<file path="config.mk">
export PLATFORM = sky130hd
export DESIGN_NAME = trx_cfg_regs
export DESIGN_NICKNAME = d
export VERILOG_FILES = /design/src/logic/trx_pkg.sv /design/src/logic/trx_shift_if.sv /design/src/logic/trx_cfg_regs.sv /design/src/logic/trx_pin_sync.sv /design/src/logic/trx_shifter.sv
export SDC_FILE = /design/constraint.sdc
export NUM_CORES = 1
export LEC_CHECK = 0
export BUFFER_PORTS_ARGS = -buffer_cell sky130_fd_sc_hd__buf_2
export CAP_MARGIN = 20
export CORE_ASPECT_RATIO = 0.7
export CORE_UTILIZATION = 50
export DETAILED_ROUTE_END_ITERATION = 10
export GPL_TIMING_DRIVEN = 0
export PLACE_DENSITY = 0.77
export SLEW_MARGIN = 15
export SYNTH_ARGS = -nofsm -noshare
export SYNTH_HDL_FRONTEND = slang
export SYNTH_SLANG_ARGS = --single-unit
export TNS_END_PERCENT = 1
</file>
<file path="constraint.sdc">
create_clock -name mclk -period 4.8 [get_ports mclk]
set_clock_uncertainty 0.15 [all_clocks]
set_input_delay 0.96 -clock mclk [delete_from_list [all_inputs] [get_ports mclk]]
set_output_delay 0.96 -clock mclk [all_outputs]
set_load 0.005 [all_outputs]
</file>
<file path="src/logic/trx_pkg.sv">
// Package of register map, field layout, reset values and frame constants for the transmitter config bank.
`default_nettype none

package trx_pkg;

	// ----------------------------------------
	// Register offsets
	// ----------------------------------------
	localparam logic [6:0] OFS_LO_SWITCH = 7'h1a;
	localparam logic [6:0] OFS_CH0_STEP = 7'h1b;
	localparam logic [6:0] OFS_CH1_STEP = 7'h1c;
	localparam logic [6:0] OFS_CH0_VVA_LOW = 7'h1d;
	localparam logic [6:0] OFS_CH0_VVA_HIGH = 7'h1e;
	localparam logic [6:0] OFS_CH1_VVA_LOW = 7'h1f;
	localparam logic [6:0] OFS_CH1_VVA_HIGH = 7'h20;
	localparam logic [6:0] OFS_BAND = 7'h21;
	localparam logic [6:0] OFS_DIG_LEVEL = 7'h22;
	localparam logic [6:0] OFS_LOCK_CFG = 7'h23;
	localparam int unsigned NUM_REGS = 10;

	// ----------------------------------------
	// Register indices (offset minus first offset)
	// ----------------------------------------
	localparam logic [3:0] IDX_LO_SWITCH = 4'h0;
	localparam logic [3:0] IDX_CH0_STEP = 4'h1;
	localparam logic [3:0] IDX_CH1_STEP = 4'h2;
	localparam logic [3:0] IDX_CH0_VVA_LOW = 4'h3;
	localparam logic [3:0] IDX_CH0_VVA_HIGH = 4'h4;
	localparam logic [3:0] IDX_CH1_VVA_LOW = 4'h5;
	localparam logic [3:0] IDX_CH1_VVA_HIGH = 4'h6;
	localparam logic [3:0] IDX_BAND = 4'h7;
	localparam logic [3:0] IDX_DIG_LEVEL = 4'h8;
	localparam logic [3:0] IDX_LOCK_CFG = 4'h9;

	// ----------------------------------------
	// Reset values and implemented-bit masks
	// ----------------------------------------
	localparam logic [7:0] RST_LO_SWITCH = 8'h1c;
	localparam logic [7:0] RST_STEP = 8'h00;
	localparam logic [7:0] RST_VVA_LOW = 8'hff;
	localparam logic [7:0] RST_VVA_HIGH = 8'h07;
	localparam logic [7:0] RST_ZERO = 8'h00;
	localparam logic [7:0] MASK_LO_SWITCH = 8'h3f;
	localparam logic [7:0] MASK_STEP = 8'h1f;
	localparam logic [7:0] MASK_VVA_LOW = 8'hff;
	localparam logic [7:0] MASK_VVA_HIGH = 8'h07;
	localparam logic [7:0] MASK_BAND = 8'h03;
	localparam logic [7:0] MASK_DIG_LEVEL = 8'h01;
	localparam logic [7:0] MASK_LOCK_CFG = 8'h37;

	// ----------------------------------------
	// Field positions
	// ----------------------------------------
	localparam int unsigned BIT_EXT_EXTERNAL_OSC_INPUT = 0;
	localparam int unsigned BIT_LO_FORWARD = 1;
	localparam int unsigned BIT_SW_BUFFER = 2;
	localparam int unsigned BIT_DAC_ON = 3;
	localparam int unsigned BIT_SYNTH_ON = 4;
	localparam int unsigned BIT_LO_SOURCE = 5;
	localparam int unsigned BIT_LO_RANGE = 0;
	localparam int unsigned BIT_RF_RANGE = 1;
	localparam int unsigned BIT_DIG_LEVEL = 0;
	localparam int unsigned STEP_MSB = 4;
	localparam int unsigned VVA_HIGH_MSB = 2;
	localparam int unsigned LWIN_MSB = 2;
	localparam int unsigned LPIN_MSB = 5;
	localparam int unsigned LPIN_LSB = 4;

	// ----------------------------------------
	// Lock window in half nanoseconds and lock pin modes
	// ----------------------------------------
	localparam logic [4:0] LWIN_11P5 = 5'h17;
	localparam logic [4:0] LWIN_6P5 = 5'h0d;
	localparam logic [4:0] LWIN_3P0 = 5'h06;
	localparam logic [4:0] LWIN_5P0 = 5'h0a;
	localparam logic [4:0] LWIN_1P5 = 5'h03;
	localparam logic [1:0] LPIN_DIGITAL = 2'h0;
	localparam logic [1:0] LPIN_CAL_DONE = 2'h1;
	localparam logic [1:0] LPIN_FORCE_LOW = 2'h2;
	localparam logic [1:0] LPIN_FORCE_HIGH = 2'h3;

	// ----------------------------------------
	// Serial frame and synchroniser layout
	// ----------------------------------------
	localparam int unsigned CNT_W = 5;
	localparam logic [4:0] FRAME_CMD_BITS = 5'h08;
	localparam logic [4:0] FRAME_BITS = 5'h10;
	localparam int unsigned SYNC_W = 5;
	localparam int unsigned SY_CS_N = 0;
	localparam int unsigned SY_SCLK = 1;
	localparam int unsigned SY_SDI = 2;
	localparam int unsigned SY_LOCK = 3;
	localparam int unsigned SY_CAL = 4;
	localparam logic [4:0] SYNC_RST = 5'h01;

	typedef enum logic [1:0] {
		ST_IDLE = 2'b00,
		ST_CMD = 2'b01,
		ST_DATA = 2'b11,
		ST_HOLD = 2'b10
	} trx_state_t;

	// ----------------------------------------
	// Decode helpers
	// ----------------------------------------
	function automatic logic trx_mapped(input logic [6:0] addr);
		return (addr >= OFS_LO_SWITCH) && (addr <= OFS_LOCK_CFG);
	endfunction

	function automatic logic [3:0] trx_index(input logic [6:0] addr);
		logic [6:0] d;
		d = addr - OFS_LO_SWITCH;
		return d[3:0];
	endfunction

	function automatic logic [7:0] trx_mask(input logic [3:0] idx);
		case (idx)
			IDX_LO_SWITCH: return MASK_LO_SWITCH;
			IDX_CH0_STEP, IDX_CH1_STEP: return MASK_STEP;
			IDX_CH0_VVA_LOW, IDX_CH1_VVA_LOW: return MASK_VVA_LOW;
			IDX_CH0_VVA_HIGH, IDX_CH1_VVA_HIGH: return MASK_VVA_HIGH;
			IDX_BAND: return MASK_BAND;
			IDX_DIG_LEVEL: return MASK_DIG_LEVEL;
			IDX_LOCK_CFG: return MASK_LOCK_CFG;
			default: return RST_ZERO;
		endcase
	endfunction

	function automatic logic [7:0] trx_reset(input logic [3:0] idx);
		case (idx)
			IDX_LO_SWITCH: return RST_LO_SWITCH;
			IDX_CH0_STEP, IDX_CH1_STEP: return RST_STEP;
			IDX_CH0_VVA_LOW, IDX_CH1_VVA_LOW: return RST_VVA_LOW;
			IDX_CH0_VVA_HIGH, IDX_CH1_VVA_HIGH: return RST_VVA_HIGH;
			default: return RST_ZERO;
		endcase
	endfunction

endpackage

`default_nettype wire

</file>
<file path="src/logic/trx_shift_if.sv">
// Interface between the frame controller and the serial shift register.
`timescale 1ns/1ps
`default_nettype none

interface trx_shift_if;
	import trx_pkg::*;
	logic start;
	logic sample;
	logic sdi_bit;
	logic load;
	logic [7:0] load_data;
	logic shift_out;
	logic [CNT_W-1:0] bit_cnt;
	logic [15:0] shift_in;
	logic sdo_bit;

	modport ctl (
		output start,
		output sample,
		output sdi_bit,
		output load,
		output load_data,
		output shift_out,
		input bit_cnt,
		input shift_in,
		input sdo_bit
	);

	modport sh (
		input start,
		input sample,
		input sdi_bit,
		input load,
		input load_data,
		input shift_out,
		output bit_cnt,
		output shift_in,
		output sdo_bit
	);
endinterface

`default_nettype wire

</file>
<file path="src/logic/trx_cfg_regs.sv">
// Top of the transmitter configuration bank: serial frame control and register file.
`timescale 1ns/1ps
`default_nettype none

module trx_cfg_regs
	import trx_pkg::*;
(
	input wire logic mclk,
	input wire logic nrst,
	input wire logic spi_cs_n,
	input wire logic spi_sclk,
	input wire logic spi_sdi,
	output logic spi_sdo,
	output logic spi_sdo_oe_n,
	input wire logic digital_lock_in,
	input wire logic vco_cal_done_in,
	output logic ext_lo_input_buffer_on,
	output logic lo_forward_buffer_on,
	output logic modulator_switch_buffer_on,
	output logic vatten_dac_on,
	output logic synth_power_on,
	output logic modulator_lo_source_sel,
	output logic [4:0] ch0_step_atten_word,
	output logic [4:0] ch1_step_atten_word,
	output logic [10:0] ch0_vatten_word,
	output logic [10:0] ch1_vatten_word,
	output logic local_osc_range_sel,
	output logic output_freq_range_sel,
	output logic dig_out_high_level,
	output logic [2:0] lock_window_sel,
	output logic [1:0] lock_pin_function_sel,
	output logic [4:0] lock_window_half_ns,
	output logic lock_detect_pin
);

	// ----------------------------------------
	// Pin synchronisation and edge detection
	// ----------------------------------------
	logic [SYNC_W-1:0] pins_sync;
	logic sclk_prev_reg;
	logic cs_prev_reg;

	trx_pin_sync u_sync (
		.mclk(mclk),
		.nrst(nrst),
		.pins({vco_cal_done_in, digital_lock_in, spi_sdi, spi_sclk, spi_cs_n}),
		.pins_sync(pins_sync)
	);

	wire logic cs_n_s = pins_sync[SY_CS_N];
	wire logic sclk_s = pins_sync[SY_SCLK];
	wire logic lock_s = pins_sync[SY_LOCK];
	wire logic cal_s = pins_sync[SY_CAL];
	wire logic sclk_rise = sclk_s && !sclk_prev_reg && !cs_n_s;
	wire logic sclk_fall = !sclk_s && sclk_prev_reg && !cs_n_s;
	wire logic cs_fall = !cs_n_s && cs_prev_reg;

	always_ff @(posedge mclk)
	begin
		if (!nrst)
		begin
			sclk_prev_reg <= 1'b0;
			cs_prev_reg <= 1'b1;
		end
		else
		begin
			sclk_prev_reg <= sclk_s;
			cs_prev_reg <= cs_n_s;
		end
	end

	// ----------------------------------------
	// Serial shift register
	// ----------------------------------------
	trx_shift_if sif ();

	trx_shifter u_shift (
		.mclk(mclk),
		.nrst(nrst),
		.sif(sif)
	);

	// ----------------------------------------
	// Frame state machine
	// ----------------------------------------
	// A frame is one read flag, seven address bits and eight data bits, MSB first.
	// Since the serial clock is oversampled, it must stay below a quarter of mclk.
	trx_state_t state_reg;
	trx_state_t state_next;
	logic rd_reg;
	logic [6:0] addr_reg;
	logic [NUM_REGS-1:0][7:0] regs_reg;

	wire logic cmd_done = (sif.bit_cnt == FRAME_CMD_BITS);
	wire logic frame_done = (sif.bit_cnt == FRAME_BITS);
	wire logic addr_hit = trx_mapped(addr_reg);
	wire logic [3:0] addr_idx = trx_index(addr_reg);
	wire logic [7:0] rd_data = addr_hit ? regs_reg[addr_idx] : RST_ZERO;
	wire logic wr_pulse = (state_reg == ST_DATA) && frame_done && !rd_reg;
	wire logic [7:0] wr_data = sif.shift_in[7:0] & trx_mask(addr_idx);

	assign sif.start = cs_fall;
	assign sif.sample = sclk_rise && ((state_reg == ST_CMD) || (state_reg == ST_DATA));
	assign sif.sdi_bit = pins_sync[SY_SDI];
	assign sif.load = sclk_fall && (state_reg == ST_DATA) && cmd_done;
	assign sif.load_data = rd_data;
	assign sif.shift_out = sclk_fall && (state_reg == ST_DATA) && !cmd_done;

	always_comb
	begin
		state_next = state_reg;
		case (state_reg)
			ST_IDLE:
				if (cs_fall)
					state_next = ST_CMD;
			ST_CMD:
				if (cs_n_s)
					state_next = ST_IDLE;
				else if (cmd_done)
					state_next = ST_DATA;
			ST_DATA:
				if (cs_n_s)
					state_next = ST_IDLE;
				else if (frame_done)
					state_next = ST_HOLD;
			ST_HOLD:
				if (cs_n_s)
					state_next = ST_IDLE;
			default:
				state_next = ST_IDLE;
		endcase
	end

	always_ff @(posedge mclk)
	begin
		if (!nrst)
			state_reg <= ST_IDLE;
		else
			state_reg <= state_next;
	end

	// Command byte is latched once all eight command bits are in.
	always_ff @(posedge mclk)
	begin
		if (!nrst)
		begin
			rd_reg <= 1'b0;
			addr_reg <= '0;
		end
		else if ((state_reg == ST_CMD) && cmd_done)
		begin
			rd_reg <= sif.shift_in[7];
			addr_reg <= sif.shift_in[6:0];
		end
	end

	// ----------------------------------------
	// Register file
	// ----------------------------------------
	// Unused bits are never stored, so they read back as zero whatever the host wrote.
	// A frame cut short by chip select leaves every register untouched.
	always_ff @(posedge mclk)
	begin
		if (!nrst)
		begin
			for (int i = 0; i < NUM_REGS; i++)
				regs_reg[i] <= trx_reset(4'(i));
		end
		else if (wr_pulse && addr_hit)
			regs_reg[addr_idx] <= wr_data;
	end

	// ----------------------------------------
	// Serial data out
	// ----------------------------------------
	// The output is enabled only during the data phase of a read.
	always_ff @(posedge mclk)
	begin
		if (!nrst)
		begin
			spi_sdo <= 1'b0;
			spi_sdo_oe_n <= 1'b1;
		end
		else
		begin
			spi_sdo <= (state_reg == ST_DATA) && rd_reg && sif.sdo_bit;
			spi_sdo_oe_n <= !((state_reg == ST_DATA) && rd_reg);
		end
	end

	// ----------------------------------------
	// Switch matrix and power controls
	// ----------------------------------------
	assign ext_lo_input_buffer_on = regs_reg[IDX_LO_SWITCH][BIT_EXT_EXTERNAL_OSC_INPUT];
	assign lo_forward_buffer_on = regs_reg[IDX_LO_SWITCH][BIT_LO_FORWARD];
	assign modulator_switch_buffer_on = regs_reg[IDX_LO_SWITCH][BIT_SW_BUFFER];
	assign vatten_dac_on = regs_reg[IDX_LO_SWITCH][BIT_DAC_ON];
	assign synth_power_on = regs_reg[IDX_LO_SWITCH][BIT_SYNTH_ON];
	assign modulator_lo_source_sel = regs_reg[IDX_LO_SWITCH][BIT_LO_SOURCE];

	// ----------------------------------------
	// Attenuator words
	// ----------------------------------------
	// Step words go out unchanged: the value is the attenuation in dB.
	assign ch0_step_atten_word = regs_reg[IDX_CH0_STEP][STEP_MSB:0];
	assign ch1_step_atten_word = regs_reg[IDX_CH1_STEP][STEP_MSB:0];
	assign ch0_vatten_word = {regs_reg[IDX_CH0_VVA_HIGH][VVA_HIGH_MSB:0], regs_reg[IDX_CH0_VVA_LOW]};
	assign ch1_vatten_word = {regs_reg[IDX_CH1_VVA_HIGH][VVA_HIGH_MSB:0], regs_reg[IDX_CH1_VVA_LOW]};

	// ----------------------------------------
	// Band and output level
	// ----------------------------------------
	assign local_osc_range_sel = regs_reg[IDX_BAND][BIT_LO_RANGE];
	assign output_freq_range_sel = regs_reg[IDX_BAND][BIT_RF_RANGE];
	assign dig_out_high_level = regs_reg[IDX_DIG_LEVEL][BIT_DIG_LEVEL];

	// ----------------------------------------
	// Lock detect configuration
	// ----------------------------------------
	assign lock_window_sel = regs_reg[IDX_LOCK_CFG][LWIN_MSB:0];
	assign lock_pin_function_sel = regs_reg[IDX_LOCK_CFG][LPIN_MSB:LPIN_LSB];

	logic [4:0] lwin_next;
	logic lpin_next;

	always_comb
	begin
		case (lock_window_sel)
			3'h0: lwin_next = LWIN_11P5;
			3'h1, 3'h2: lwin_next = LWIN_6P5;
			3'h3: lwin_next = LWIN_3P0;
			3'h4, 3'h5: lwin_next = LWIN_5P0;
			default: lwin_next = LWIN_1P5;
		endcase
	end

	// Status sources arrive through the synchroniser, so the pin lags them by three cycles.
	always_comb
	begin
		case (lock_pin_function_sel)
			LPIN_DIGITAL: lpin_next = lock_s;
			LPIN_CAL_DONE: lpin_next = cal_s;
			LPIN_FORCE_LOW: lpin_next = 1'b0;
			default: lpin_next = 1'b1;
		endcase
	end

	always_ff @(posedge mclk)
	begin
		if (!nrst)
		begin
			lock_window_half_ns <= LWIN_11P5;
			lock_detect_pin <= 1'b0;
		end
		else
		begin
			lock_window_half_ns <= lwin_next;
			lock_detect_pin <= lpin_next;
		end
	end

endmodule // trx_cfg_regs

`default_nettype wire

</file>
<file path="src/logic/trx_pin_sync.sv">
// Two-stage synchroniser for the serial and status pins.
`timescale 1ns/1ps
`default_nettype none

module trx_pin_sync
	import trx_pkg::*;
(
	input wire logic mclk,
	input wire logic nrst,
	input wire logic [SYNC_W-1:0] pins,
	output logic [SYNC_W-1:0] pins_sync
);

	logic [SYNC_W-1:0] meta_reg;

	// The first stage feeds only the second one.
	always_ff @(posedge mclk)
	begin
		if (!nrst)
		begin
			meta_reg <= SYNC_RST;
			pins_sync <= SYNC_RST;
		end
		else
		begin
			meta_reg <= pins;
			pins_sync <= meta_reg;
		end
	end

endmodule // trx_pin_sync

`default_nettype wire

</file>
<file path="src/logic/trx_shifter.sv">
// Serial shift register: collects command and data bits, shifts read data out.
`timescale 1ns/1ps
`default_nettype none

module trx_shifter
	import trx_pkg::*;
(
	input wire logic mclk,
	input wire logic nrst,
	trx_shift_if.sh sif
);

	logic [7:0] out_reg;
	logic [CNT_W-1:0] cnt_reg;
	logic [15:0] in_reg;

	assign sif.bit_cnt = cnt_reg;
	assign sif.shift_in = in_reg;
	assign sif.sdo_bit = out_reg[7];

	always_ff @(posedge mclk)
	begin
		if (!nrst || sif.start)
		begin
			cnt_reg <= '0;
			in_reg <= '0;
		end
		else if (sif.sample && (cnt_reg != FRAME_BITS))
		begin
			cnt_reg <= cnt_reg + 5'h01;
			in_reg <= {in_reg[14:0], sif.sdi_bit};
		end
	end

	// Read data leaves MSB first.
	always_ff @(posedge mclk)
	begin
		if (!nrst)
			out_reg <= '0;
		else if (sif.load)
			out_reg <= sif.load_data;
		else if (sif.shift_out)
			out_reg <= {out_reg[6:0], 1'b0};
	end

endmodule // trx_shifter

`default_nettype wire

</file>
==> flow_summary_export.csv <==
group,metric,value,unit
run_status,status,"completed",
grt,use_met1,38.4,%
sta,min_period_over_period,75.5,%
synth,yosys-top-cells-area,"dfxtp_1 43%, mux2i_1 16%, mux4_2 5.5%",
sta,hold_ws,0.269,ns
synth,synthArstFlopShare,0,%
floorplan,fp.dieW,135,um
hold_path,min_path_cells,1,
route,drt-wirelength-per-cell,19.4,um
synth,ys.warnings.count,0,
sta,slew_viol_final,0,
synth,synth_area_per_cell,10.0,um^2
sta,hold_viol_final,0,
clock_network,cts_tree,"built",
placed_design,placedInstanceArea,6660,um^2
power,peakVddDrop,260,uV
synth,synth_top_family_by_area,"multiplexers",
grt,grt_usage,27.9,%
route,final_antenna_net_count,0,
grt,grt_util_met2,43.1,%
hold_path,hp-class,"flip-flop to flip-flop",
route,num_vias,4871,
synth,synthSimpleGateAreaFrac,19.7,%
floorplan,coreArea,11900,um^2
run,cap_violations,0,
synth,ys_seq_area_share,42.6,%
clock_network,clock_latency,0.42,ns
sta,rsz0062_at_grt,"no",
synth,synth_fp_nets,631,
grt,grt_max_degree,17,
sta,slew_headroom,43.1,%
worst_setup_path,worstPathRequired,4.98,ns
grt,grt_remaining_overflow,0,
route,first_iter_violations,398,
worst_setup_path,worstPathArrival,3.81,ns
placed_design,gp_congestion,0.920,
floorplan,rows,33,
synth,synth_area,6160,um^2
clock_network,cts_max_path_buffers,2,
final_layout,fin_nets,710,
route,drc,0,
clock_network,cts_setup_buffers,0,
grt,grt_pass1_vias,4792,
final_layout,area_growth,18.1,%
power,leakagePower,0.00332,uW
grt,grt_pass1_wl,26300,um
clock_network,postCtsHoldBufs,0,
synth,synthMuxAreaShare,21.4,%
synth,synth_seq_cells,131,
sta,layout_min_cycle_time,3.62,ns
sta,finalSetupViolations,0,
worst_setup_path,cp-end-kind,"flip-flop",
grt,antenna_found_initial,0,
clock_network,cts_htree_levels,4,
grt,grt_use_met3,6.66,%
route,viasPerCell,5.64,
clock_network,post_cts_resized,0,
synth,synth_compound_area_share,5.34,%
clock_network,path_clk_slew,0.06,ns
worst_setup_path,ff2ff_path_depth,10,
final_layout,layout_common_cells,"131 x dfxtp_1, 98 x mux2i_1, 73 x nand2_1, 64 x buf_2, 44 x nor2_1",
clock_network,numCtsBuffers,17,
synth,ys_types,48,
route,dr.pass1.iters,5,
worst_setup_path,start_kind,"flip-flop",
floorplan,initial_core_util,52.0,%
hold_path,hp-start,"u_sync.meta_reg[0]",
placed_design,portBuffers,60,
final_layout,layout_commonest_cell,"dfxtp_1",
floorplan,io_pins,61,
synth,synth-xor-area-share,0.995,%
final_layout,finalInstanceArea,7270,um^2
grt,busiest_layer,"met2",
synth,synth_edf_count,0,
final_layout,largest_reg_flops,34,
synth,synth_fa_ha_area_share,1.83,%
worst_setup_path,cp_max_fo,10,
worst_setup_path,r2r_slack,1.18,ns
floorplan,die_h,94.9,um
floorplan,dieArea,12800,um^2
final_layout,drive_above_1_share,23.7,%
clock_network,cts_sinks,131,
synth,postSynthCellCount,615,
final_layout,diodes,0,
hold_path,min_to,"u_sync.pins_sync[0]",
sta,fmax,0.276,GHz
synth,synth_ff_type,"dfxtp_1",
sta,worstMarginPinSlew,0.853,ns
placed_design,hpwl,12300,um
power,powerDensity,343,nW/um^2
synth,yosysTopAreaCell,"dfxtp_1",
sta,finalSetupTns,0,ns
route,wirelength,16700,um
synth,yosysTopAreaCellShare,42.6,%
worst_setup_path,r2r-end,"regs_reg[69]",
worst_setup_path,timing.rr.start,"addr_reg[1]",
worst_setup_path,crit_type,"flip-flop to flip-flop",
clock_network,cts-root-buf,"clkbuf_16",
final_layout,utilization,61.4,%
kinds of logic after synthesis:
logic type / Yosys count
adder cells (fa/ha/maj): 9
flip-flops: 131
XOR/XNOR: 7
AND/OR/NAND/NOR: 216
buffers and inverters: 88
AO/OA/AOI/OAI: 51
multiplexers: 113
critical path, cell delays in order (launching register included):
cell and delay, ns:
dfxtp_1 0.50, buf_4 0.31, buf_2 0.37, inv_1 0.16, ha_1 0.29, xor2_1 0.16, buf_2 0.21, clkbuf_1 0.45
mux2i_1 0.28, nand3_1 0.37, mux2i_1 0.27
how the worst max path moves through the flow:
stage,startpoint,end,slack [ns],cells past startpoint
6_report,addr_reg[1],regs_reg[69],1.18,10
5_1_grt,addr_reg[1],ch0_vatten_word[2],0.86,9
4_1_cts,addr_reg[1],ch0_vatten_word[2],1.18,9
3_5_place_dp,addr_reg[1],ch0_vatten_word[2],1.19,9
3_3_place_gp,addr_reg[1],ch1_vatten_word[2],1.24,9
2_1_floorplan,addr_reg[1],ch0_vatten_word[10],1.83,9
per-layer routing:
| metal | up-vias | share of wire, % |
|---|---|---|
| li1 | 2286 | - |
| met1 | 2354 | 47 |
| met2 | 203 | 44 |
| met3 | 28 | 7.5 |
| met4 | 0 | 1.5 |
| met5 | - | 0 |
through the flow:
step / cells / setup slack, ns / power, uW
2_1_floorplan: 615 / 1.83 / 1140
3_3_place_gp: 832 / 1.24 / 1160
3_5_place_dp: 832 / 1.19 / 1160
4_1_cts: 863 / 1.18 / 2500
5_1_grt: 863 / 0.858 / 2560
6_report: 863 / 1.18 / 2490
synthesized netlist by cell type, types with 2 or more instances:
master / number
dfxtp_1: 131
mux2i_1: 98
nand2_1: 73
nor2_1: 44
buf_4: 40
clkbuf_1: 25
a21oi_1: 24
and3_1: 16
nand3_1: 16
inv_1: 15
mux4_2: 15
and2_1: 11
nor3_1: 10
o21ai_0: 10
ha_1: 9
nand4_4: 7
nor3b_1: 6
nor4_1: 6
o211ai_1: 6
a2111oi_0: 5
buf_2: 4
nand2b_1: 4
xor2_1: 4
nand3_4: 3
nand4_1: 3
nor4bb_1: 3
xnor2_1: 3
buf_1: 2
nand4bb_1: 2
or3_1: 2
power by group:
group | switching [uW] | total, uW | internal (uW)
clock | 493 | 1360 | 865
sequential | 2.07 | 1090 | 1090
combinational | 32.5 | 41.8 | 9.28
total | 527 | 2490 | 1970
area by class of cell:
type                            instances  area [um^2]
Sequential cell                       131         2620
Inverter                               15         56.3
Buffer                                 73          447
Fill cell                             984         4580
Clock inverter                         13          186
Clock buffer                           18          429
Tap cell                              157          196
Multi-Input combinational cell        396         3040
Timing Repair Buffer                   60          300
Power figures use the tool's default switching activity.
